--- src/logic/stdt_pkg.sv ---
package stdt_pkg;
  // Register byte addresses on APB
  localparam logic [7:0] OFS_CTRL_A   = 8'h00;
  localparam logic [7:0] OFS_CTRL_B   = 8'h04;
  localparam logic [7:0] OFS_CNT_LO   = 8'h08;
  localparam logic [7:0] OFS_CNT_HI   = 8'h0C;
  localparam logic [7:0] OFS_CMP_LO   = 8'h10;
  localparam logic [7:0] OFS_CMP_HI   = 8'h14;
  localparam logic [7:0] OFS_PERIOD   = 8'h18;
  // Reset values
  localparam logic [7:0] CTRL_A_RST   = 8'h00;
  localparam logic [7:0] CTRL_B_RST   = 8'h00;
  // Control A field positions
  localparam int         CA_PAUSE     = 7;
  localparam int         CA_CLK_HI    = 6;
  localparam int         CA_CLK_LO    = 4;
  localparam int         CA_ON        = 3;
  // Control B field positions
  localparam int         CB_MODE_HI   = 7;
  localparam int         CB_MODE_LO   = 6;
  localparam int         CB_FN_HI     = 5;
  localparam int         CB_FN_LO     = 4;
  localparam int         CB_OC        = 3;
  localparam int         CB_POL       = 2;
  localparam int         CB_DPX       = 1;
  localparam int         CB_CCLR      = 0;
  // Counter clock select codes
  localparam logic [2:0] CLK_SYS_4    = 3'h0;
  localparam logic [2:0] CLK_SYS      = 3'h1;
  localparam logic [2:0] CLK_HI_16    = 3'h2;
  localparam logic [2:0] CLK_HI_64    = 3'h3;
  localparam logic [2:0] CLK_LOW_A    = 3'h4;
  localparam logic [2:0] CLK_LOW_B    = 3'h5;
  localparam logic [2:0] CLK_EXT_RISE = 3'h6;
  localparam logic [2:0] CLK_EXT_FALL = 3'h7;
  // Divider terminal counts
  localparam logic [1:0] DIV4_LAST    = 2'h3;
  localparam logic [3:0] DIV16_LAST   = 4'hF;
  localparam logic [5:0] DIV64_LAST   = 6'h3F;
  // Pin function codes
  localparam logic [1:0] FN_0         = 2'h0;
  localparam logic [1:0] FN_1         = 2'h1;
  localparam logic [1:0] FN_2         = 2'h2;
  localparam logic [1:0] FN_3         = 2'h3;
  // Operating modes
  typedef enum logic [1:0] {
    MODE_CMP = 2'h0,
    MODE_CAP = 2'h1,
    MODE_PWM = 2'h2,
    MODE_TMR = 2'h3
  } stdt_mode_t;
endpackage

--- src/logic/stdt_timer.sv ---
// Added by the designer: the register offsets and the APB slave port.
`timescale 1ns/100ps
// Contract
// - Five modes: compare, counter, capture, pulse, PWM; code has four (compare, capture, PWM, timer), single pulse is a PWM function
// - Ext clock pin, capture pin, one output
// - Up-only counter, 10 or 16 bits
// - Period value checks counter top bits only
// - Full compare value checks all bits
// - Software only clears counter via on rise
// - Overflow or match clears counter, raises request
// - Count read-only pair; compare read/write pair
// - Period in own register or control A
// - Pause bit holds counter, resumes later
// - Clock select picks one of eight sources; codes 4 and 5 both pick the low clock
// - On bit off stops; rise clears counter
// - On rise restores output initial level
// - Small period N gives N*128 clocks
// - Period match clears only if select zero; capture mode always clears on it, PWM uses the swap bit instead
// - Period zero lets counter overflow fully
// - Mode field chooses operating mode
// - Clear select: period/overflow or compare
// - Low bytes go through an 8-bit buffer
// - Compare match drives output per function
module stdt_timer
  import stdt_pkg::*;
#(
  parameter int CNT_W = 16,  // Counter width, 10 or 16
  parameter int PER_W = 8    // Period width, 3 or 8
) (
  // Clock and reset
  input  wire logic        clk,
  input  wire logic        nrst,
  // APB slave
  input  wire logic [7:0]  paddr,
  input  wire logic        psel,
  input  wire logic        penable,
  input  wire logic        pwrite,
  input  wire logic [31:0] pwdata,
  output logic      [31:0] prdata,
  output logic             pready,
  output logic             pslverr,
  // Timer pins, routed by the pin mux outside
  input  wire logic        extClkPin,
  input  wire logic        capturePin,
  output logic             timerOutPin,
  // Internal clock sources, asynchronous
  input  wire logic        highClkSrc,
  input  wire logic        lowClkSrc,
  // Event requests
  output logic             cmpMatchIrq,
  output logic             periodIrq
);

  // Derived sizes
  localparam int  HI_W     = CNT_W - 8;
  localparam bit  PER_IN_A = (PER_W == 3);  // Small instance layout
  localparam int  ZPAD     = CNT_W - PER_W;

  // Registers
  logic [7:0]       ctrlA_reg;     // Pause, clock, on, small period
  logic [7:0]       ctrlB_reg;     // Mode, function, level, clear
  logic [PER_W-1:0] period_reg;    // Large instance period
  logic [CNT_W-1:0] cmp_reg;       // Full compare value
  logic [7:0]       cmpBuf_reg;    // Compare low byte buffer
  logic [7:0]       cntBuf_reg;    // Count low byte buffer
  logic [CNT_W-1:0] cnt_reg;       // Core counter
  logic [CNT_W-1:0] cnt_next;
  logic             onPrev_reg;    // On bit last cycle
  logic [3:0]       sync1_reg;     // First synchroniser stage
  logic [3:0]       sync2_reg;     // Second synchroniser stage
  logic [3:0]       sync3_reg;     // Edge history
  logic [1:0]       sysDiv_reg;    // System clock divider
  logic [5:0]       hiDiv_reg;     // High clock edge divider
  logic             outLvl_reg;    // Compare-mode output level
  logic             outLvl_next;
  logic             pulseOn_reg;   // Single pulse active
  logic             pin_reg;       // Registered output pin
  logic             pin_next;
  logic             aIrq_reg;
  logic             pIrq_reg;
  logic [31:0]      prdata_reg;

  // Control fields
  wire              pauseBit  = ctrlA_reg[CA_PAUSE];
  wire [2:0]        clkSel    = ctrlA_reg[CA_CLK_HI:CA_CLK_LO];
  wire              onBit     = ctrlA_reg[CA_ON];
  wire [1:0]        fnField   = ctrlB_reg[CB_FN_HI:CB_FN_LO];
  wire              initLvl   = ctrlB_reg[CB_OC];
  wire              polBit    = ctrlB_reg[CB_POL];
  wire              dpxBit    = ctrlB_reg[CB_DPX];
  wire              clrSel    = ctrlB_reg[CB_CCLR];
  stdt_mode_t       mode;
  assign mode = stdt_mode_t'(ctrlB_reg[CB_MODE_HI:CB_MODE_LO]);

  // Period value source differs per instance
  wire [PER_W-1:0]  perVal = PER_IN_A ? ctrlA_reg[PER_W-1:0] : period_reg;

  // On bit rising edge
  wire              onRise = onBit & ~onPrev_reg;

  // APB decode
  wire              access  = psel & penable;
  wire              wrEn    = access & pwrite;
  wire              rdEn    = access & ~pwrite;
  wire              rdSet   = psel & ~penable & ~pwrite;  // Read setup cycle
  wire              hitCa   = (paddr == OFS_CTRL_A);
  wire              hitCb   = (paddr == OFS_CTRL_B);
  wire              hitCntL = (paddr == OFS_CNT_LO);
  wire              hitCntH = (paddr == OFS_CNT_HI);
  wire              hitCmpL = (paddr == OFS_CMP_LO);
  wire              hitCmpH = (paddr == OFS_CMP_HI);
  wire              hitPer  = (paddr == OFS_PERIOD) & ~PER_IN_A;
  wire              hitAny  = hitCa | hitCb | hitCntL | hitCntH
                            | hitCmpL | hitCmpH | hitPer;

  // Large instance has no period bits in control A
  wire [7:0]        caMask  = PER_IN_A ? 8'hFF : 8'hF8;

  // Read data selection
  wire [31:0]       rdMux =
      hitCa   ? {24'h0000_00, ctrlA_reg & caMask} :
      hitCb   ? {24'h0000_00, ctrlB_reg} :
      hitCntL ? {24'h0000_00, cntBuf_reg} :
      hitCntH ? {{(40-CNT_W){1'b0}}, cnt_reg[CNT_W-1:8]} :
      hitCmpL ? {24'h0000_00, cmpBuf_reg} :
      hitCmpH ? {{(40-CNT_W){1'b0}}, cmp_reg[CNT_W-1:8]} :
      hitPer  ? {{(32-PER_W){1'b0}}, period_reg} :
                32'h0000_0000;

  // Synchronised pin events; only stage two and three are read
  wire              extRise = sync2_reg[0] & ~sync3_reg[0];
  wire              extFall = ~sync2_reg[0] & sync3_reg[0];
  wire              hiRise  = sync2_reg[1] & ~sync3_reg[1];
  wire              lowRise = sync2_reg[2] & ~sync3_reg[2];
  wire              capRise = sync2_reg[3] & ~sync3_reg[3];
  wire              capFall = ~sync2_reg[3] & sync3_reg[3];

  // Divided clock ticks
  wire              sys4Tick = (sysDiv_reg == DIV4_LAST);
  wire              hi16Tick = hiRise & (hiDiv_reg[3:0] == DIV16_LAST);
  wire              hi64Tick = hiRise & (hiDiv_reg == DIV64_LAST);

  // Counter clock selection
  logic srcTick;
  always_comb begin
    case (clkSel)
      CLK_SYS_4:    srcTick = sys4Tick;
      CLK_SYS:      srcTick = 1'b1;
      CLK_HI_16:    srcTick = hi16Tick;
      CLK_HI_64:    srcTick = hi64Tick;
      CLK_LOW_A:    srcTick = lowRise;
      CLK_LOW_B:    srcTick = lowRise;
      CLK_EXT_RISE: srcTick = extRise;
      CLK_EXT_FALL: srcTick = extFall;
      default:      srcTick = 1'b0;
    endcase
  end

  // Counter advances only while on and not paused
  wire              tick = srcTick & onBit & ~pauseBit;

  // Next count with carry for overflow
  wire [CNT_W:0]    cntInc = {1'b0, cnt_reg} + {{CNT_W{1'b0}}, 1'b1};

  // Period compare on top bits; zero period means overflow
  wire [CNT_W-1:0]  perFull = {perVal, {ZPAD{1'b0}}};
  wire              perHit  = (perVal != '0)
                            ? (cntInc[CNT_W-1:0] == perFull)
                            : cntInc[CNT_W];
  wire              pMatch  = tick & perHit;

  // Full compare on all bits
  wire              aMatch  = tick & (cntInc[CNT_W-1:0] == cmp_reg);

  // Clearing source
  wire              clrEv =
      (mode == MODE_PWM) ? (dpxBit ? aMatch : pMatch) :
      (mode == MODE_CAP) ? pMatch :
      (clrSel ? aMatch : pMatch);

  // Capture events on the capture pin
  logic capEdge;
  always_comb begin
    case (fnField)
      FN_0:    capEdge = capRise;
      FN_1:    capEdge = capFall;
      FN_2:    capEdge = capRise | capFall;
      default: capEdge = 1'b0;  // Capture disabled
    endcase
  end
  wire              capEv = capEdge & onBit & (mode == MODE_CAP);

  // Counter next value; no software load path exists
  always_comb begin
    if (onRise) begin
      cnt_next = '0;
    end else if (tick) begin
      cnt_next = clrEv ? '0 : cntInc[CNT_W-1:0];
    end else begin
      cnt_next = cnt_reg;  // Held when off or paused
    end
  end

  // PWM duty source chosen by duty/period swap bit
  wire [CNT_W-1:0]  duty = dpxBit ? perFull : cmp_reg;
  logic pwmActive;
  always_comb begin
    case (fnField)
      FN_0:    pwmActive = 1'b0;
      FN_1:    pwmActive = 1'b1;
      FN_2:    pwmActive = (cnt_reg < duty);
      default: pwmActive = pulseOn_reg;  // Single pulse
    endcase
  end
  wire              pwmLvl = pwmActive ? initLvl : ~initLvl;

  // Compare-mode output level
  always_comb begin
    outLvl_next = outLvl_reg;
    if (onRise) begin
      outLvl_next = initLvl;
    end else if (aMatch && mode == MODE_CMP) begin
      case (fnField)
        FN_1:    outLvl_next = 1'b0;
        FN_2:    outLvl_next = 1'b1;
        FN_3:    outLvl_next = ~outLvl_reg;
        default: outLvl_next = outLvl_reg;
      endcase
    end
  end

  // Pin level; timer mode drives low since its level is unused
  always_comb begin
    case (mode)
      MODE_TMR: pin_next = 1'b0;
      MODE_PWM: pin_next = pwmLvl ^ polBit;
      default:  pin_next = outLvl_next ^ polBit;
    endcase
  end

  // Pin synchronisers, two stages plus edge history
  always_ff @(posedge clk) begin
    if (!nrst) begin
      sync1_reg <= 4'h0;
      sync2_reg <= 4'h0;
      sync3_reg <= 4'h0;
    end else begin
      sync1_reg <= {capturePin, lowClkSrc, highClkSrc, extClkPin};
      sync2_reg <= sync1_reg;
      sync3_reg <= sync2_reg;
    end
  end

  // Prescalers idle while off to save power
  always_ff @(posedge clk) begin
    if (!nrst || !onBit) begin
      sysDiv_reg <= 2'h0;
      hiDiv_reg  <= 6'h00;
    end else begin
      sysDiv_reg <= sysDiv_reg + 2'h1;
      if (hiRise) begin
        hiDiv_reg <= hiDiv_reg + 6'h01;
      end
    end
  end

  // Counter and on-edge history
  always_ff @(posedge clk) begin
    if (!nrst) begin
      cnt_reg    <= '0;
      onPrev_reg <= 1'b0;
    end else begin
      cnt_reg    <= cnt_next;
      onPrev_reg <= onBit;
    end
  end

  // Output state
  always_ff @(posedge clk) begin
    if (!nrst) begin
      outLvl_reg  <= 1'b0;
      pulseOn_reg <= 1'b0;
      pin_reg     <= 1'b0;
    end else begin
      outLvl_reg <= outLvl_next;
      pin_reg    <= pin_next;
      if (onRise) begin
        pulseOn_reg <= 1'b1;  // Pulse starts with the on edge
      end else if (aMatch) begin
        pulseOn_reg <= 1'b0;
      end
    end
  end

  // Match requests, one cycle each and kept apart
  always_ff @(posedge clk) begin
    if (!nrst) begin
      aIrq_reg <= 1'b0;
      pIrq_reg <= 1'b0;
    end else begin
      aIrq_reg <= (mode == MODE_CAP) ? capEv : aMatch;
      pIrq_reg <= pMatch;
    end
  end

  // Control registers written by software
  always_ff @(posedge clk) begin
    if (!nrst) begin
      ctrlA_reg  <= CTRL_A_RST;
      ctrlB_reg  <= CTRL_B_RST;
      period_reg <= '0;
    end else if (wrEn) begin
      if (hitCa) begin
        ctrlA_reg <= pwdata[7:0] & caMask;
      end
      if (hitCb) begin
        ctrlB_reg <= pwdata[7:0];
      end
      if (hitPer) begin
        period_reg <= pwdata[PER_W-1:0];
      end
    end
  end

  // Compare value and its low-byte buffer
  always_ff @(posedge clk) begin
    if (!nrst) begin
      cmp_reg    <= '0;
      cmpBuf_reg <= 8'h00;
    end else begin
      if (wrEn && hitCmpL) begin
        cmpBuf_reg <= pwdata[7:0];  // Buffer only
      end else if (rdSet && hitCmpH) begin
        cmpBuf_reg <= cmp_reg[7:0];  // Same edge as the high byte
      end
      // Software write beats a capture in the same cycle
      if (wrEn && hitCmpH) begin
        cmp_reg <= {pwdata[HI_W-1:0], cmpBuf_reg};
      end else if (capEv) begin
        cmp_reg <= cnt_reg;
      end
    end
  end

  // Low byte taken at the edge the high byte is, so a carry cannot tear the pair
  always_ff @(posedge clk) begin
    if (!nrst) begin
      cntBuf_reg <= 8'h00;
    end else if (rdSet && hitCntH) begin
      cntBuf_reg <= cnt_reg[7:0];
    end
  end

  // Read data prepared during the setup phase
  always_ff @(posedge clk) begin
    if (!nrst) begin
      prdata_reg <= 32'h0000_0000;
    end else if (rdSet) begin
      prdata_reg <= rdMux;
    end
  end

  // Zero wait states; unmapped offsets answer with an error
  assign pready      = 1'b1;
  assign pslverr     = access & ~hitAny;
  assign prdata      = prdata_reg;
  assign timerOutPin = pin_reg;
  assign cmpMatchIrq = aIrq_reg;
  assign periodIrq   = pIrq_reg;

endmodule

--- config.mk ---
export PLATFORM = sky130hd
export DESIGN_NAME = stdt_timer
export DESIGN_NICKNAME = d
export VERILOG_FILES = /design/src/logic/stdt_pkg.sv /design/src/logic/stdt_timer.sv
export SDC_FILE = /design/constraint.sdc
export NUM_CORES = 1
export LEC_CHECK = 0
export ABC_CLOCK_PERIOD_IN_PS = 3550
export BUFFER_PORTS_ARGS = -buffer_cell sky130_fd_sc_hd__buf_2
export CAP_MARGIN = 30
export CORE_MARGIN = 5
export CORE_UTILIZATION = 59
export DETAILED_ROUTE_END_ITERATION = 8
export GPL_ROUTABILITY_DRIVEN = 0
export GPL_TIMING_DRIVEN = 0
export MAX_ROUTING_LAYER = met4
export PLACE_DENSITY = 0.81
export SETUP_SLACK_MARGIN = 0.3
export SLEW_MARGIN = 10
export SYNTH_ARGS = -nofsm -noshare
export SYNTH_HDL_FRONTEND = slang
export SYNTH_SLANG_ARGS = --single-unit
--- constraint.sdc ---
create_clock -name clk -period 3.55 [get_ports clk]
set_clock_uncertainty 0.05 [all_clocks]
set_input_delay 0.8875 -clock clk [delete_from_list [all_inputs] [get_ports clk]]
set_output_delay 0.8875 -clock clk [all_outputs]
set_load 0.02 [all_outputs]
==> run summary <==
GRT Util Overall: 0.311
Cell-internal power: 1920 uW
Via-to-Cell Ratio: 6.34
CP bufs+invs: 2
N_diodes: 0
Mapped Cells: 770
Die width: 116 um
Worst path top cell family by delay: simple AND/OR/NAND/NOR gates
Leak: 0.00337 uW
Warning count from the yosys run: 0
Tmin final: 3160 ps
Most frequent CP cell: or3_1
Main synth FF type: dfxtp_1
Max Cap Viol: 0
Filler cells: 856
Max-slew headroom: 0.340
Netlist cell types: 81
Switch share: 0.281
Wire per inst: 20.2 um
Crit share post-route: 0.890
NetSw: 750 uW
Top-level I/O count: 86
Share of cells above drive strength 1: 0.163
Setup TNS: 0 ps
Synthesized area: 6680 um2
Via count: 6283
CTS Buf Count: 9
Final nets: 915
Area of the multi-input gates: 4280 um2
Antenna-violating nets left: 0
Sequential cell area: 2070 um2
Fmax: 317 MHz
WHS Path Cells: 1
Die ar.: 13500 um2
CP Cell Sequence: buf_2 > or4_1 > or3_1 > clkbuf_1 > or3_1 > nor2_1 > mux2i_1 > nor2b_1
Seq/Total Area, Yosys: 0.309
Critical Path Source: paddr[0]
Initial antenna violation count: 0
Cell Area, Placed: 7110 um2
Final Setup Violations: 0
Largest net degree at the start of global routing: 18
Area growth, synth to finish: 13.3%
Fin area: 7570 um2
# DRC: 0
Worst R2R Setup Slack: 400 ps
CTS tree: yes
Critical Path RT: 3750 ps
Max-slew violation count: 0
GR peak layer: met2
Root Driver: clkbuf_16
HP Class: reg -> reg
Critical register-to-register path startpoint: ctrlB_reg[1]$_SDFFE_PN0P_
H-Tree Depth: 3
Yosys reg bits: 103
Startpoint Class: input port
Worst Path Max Fanout: 10
M3 GR Usage: 0.0456
Clk Latency, worst-skew pair: 360 ps
Status: completed
Slowest CP cell: or4_1
Worst r2r path cells: 12
Stages on worst setup path: 8
DR pass1 iterations: 9
CTS Buffer Depth: 2
GR Util met1: 0.384
GRT overflow: 0
First-pass GRT wire length: 31.4 mm
Initial core utilization: 0.608
Final HPWL DP: 14.8 mm
Crit end category: register
Avg Inst Size Synth: 8.67 um2
Clk pin slew, worst setup/hold paths: 70 ps
Number of buffers added on ports: 34
Finished Core Util: 0.689
Core Region: 11000 um2
Clock sink count: 103
Met2 Use GR: 0.494
Final number of hold-violating endpoints: 0
Reg power frac: 0.450
Pwr dens: 353 nW/um2
Slew @ Worst Pin: 984 ps
Post-synth EDFFs: 0
DR iter-0 viols: 800
WL final: 20.0 mm
Clock network power share: 0.394
Max incr delay on CP: 540 ps
Max VDD drop: 0.347 mV
Die extent in y: 116 um
Vias in the first global route: 5972
Critical path class: in -> reg
Final Power: 2670 uW
Site Rows: 38
Asr flop ratio synth: 0
HP Start: sysDiv_reg[0]$_SDFF_PP0_
Logic pwr share: 0.156
Worst EP arrival: 3360 ps
RSZ-0062 raised after global routing: no
-- timing repair --
action	4_1_cts	5_1_grt
hold buffers	0	0
setup endpoints to repair	20	21
resized for setup	12	22
pin swaps	1	3
setup buffers	3	5
-- synthesized netlist by cell type, drive strengths merged (21+ instances only) --
cell / number / area, um2
clkbuf: 42 / 158
dfxtp: 103 / 2060
a21oi: 33 / 165
nor2: 24 / 90.1
nor2b: 32 / 200
mux2i: 71 / 723
or3: 21 / 131
buf: 41 / 285
nand3: 32 / 188
o211a: 28 / 280
nand2: 88 / 330
xnor2: 22 / 208
-- power by group through the flow --
stage | sequential [uW] | combinational (uW) | clock (uW)
finish | 1200 | 416 | 1050
CTS | 1200 | 391 | 1050
detailed placement | 1230 | 382 | 0
global route | 1200 | 447 | 1110
floorplan | 1220 | 277 | 0
global placement | 1230 | 372 | 0
-- layer usage --
layer | wire length (um) | share of wire
met3 | 1890 | 0.094
met5 | 0 | 0
met1 | 7840 | 0.39
met4 | 1050 | 0.052
met2 | 9250 | 0.46
-- final timing paths --
path,to
worst min register to register,sysDiv_reg[0]$_SDFF_PP0_
worst max-delay path,ctrlA_reg[3]$_SDFFE_PN0P_
worst max register to register,timerOutPin$_SDFF_PP0_
worst min-delay path,sysDiv_reg[0]$_SDFF_PP0_
-- through the flow --
step	hold slack, ps	instances	worst slack [ps]
after floorplan	349	793	506
after global placement	359	967	-389
after detailed placement	361	967	-472
after CTS	373	986	303
after global routing	412	991	292
final	374	991	392
-- layout by cell type (no fill, tap or decap), drive strengths merged, types with 20 or more instances in the layout --
| cell | Yosys | layout |
|---|---|---|
| clkbuf | 42 | 56 |
| buf | 41 | 80 |
| xnor2 | 22 | 22 |
| mux2i | 71 | 71 |
| o21ai | 20 | 20 |
| a21oi | 33 | 33 |
| conb | 2 | 25 |
| o211a | 28 | 28 |
| nor2b | 32 | 32 |
| ha | 20 | 20 |
| nor2 | 24 | 24 |
| or3 | 21 | 21 |
| nand3 | 32 | 32 |
| nand2 | 88 | 88 |
| dfxtp | 103 | 103 |
-- worst reg2reg max path, stage by stage, from the launching register on --
cell	delay (ps)
dfxtp_1	320
clkbuf_2	250
clkbuf_4	310
mux2i_1	290
ha_1	180
and4_1	190
nand4_1	260
a2111oi_4	350
o311ai_2	160
a21oi_1	270
mux2i_1	240
nand3_1	100
nand3_1	100
-- final cells by class --
class | instances | share of cell area
buffer | 83 | 0.0612
inverter | 13 | 0.00645
clock inverter | 5 | 0.00843
multi-input combinational | 594 | 0.565
clock buffer | 11 | 0.0321
timing repair buffer | 42 | 0.0304
tap | 140 | 0.0231
sequential | 103 | 0.273
-- cell families after synthesis --
| group | count (synthesis) | synth area share |
|---|---|---|
| compound gates | 161 | 0.183 |
| buf+inv | 96 | 0.0736 |
| simple gates | 279 | 0.231 |
| fa+ha+maj | 21 | 0.0390 |
| xor+xnor | 34 | 0.0502 |
| other cells | 2 | 0.00112 |
| mux | 74 | 0.113 |
| flops | 103 | 0.309 |
No activity file was read; power rests on OpenSTA's default activity.
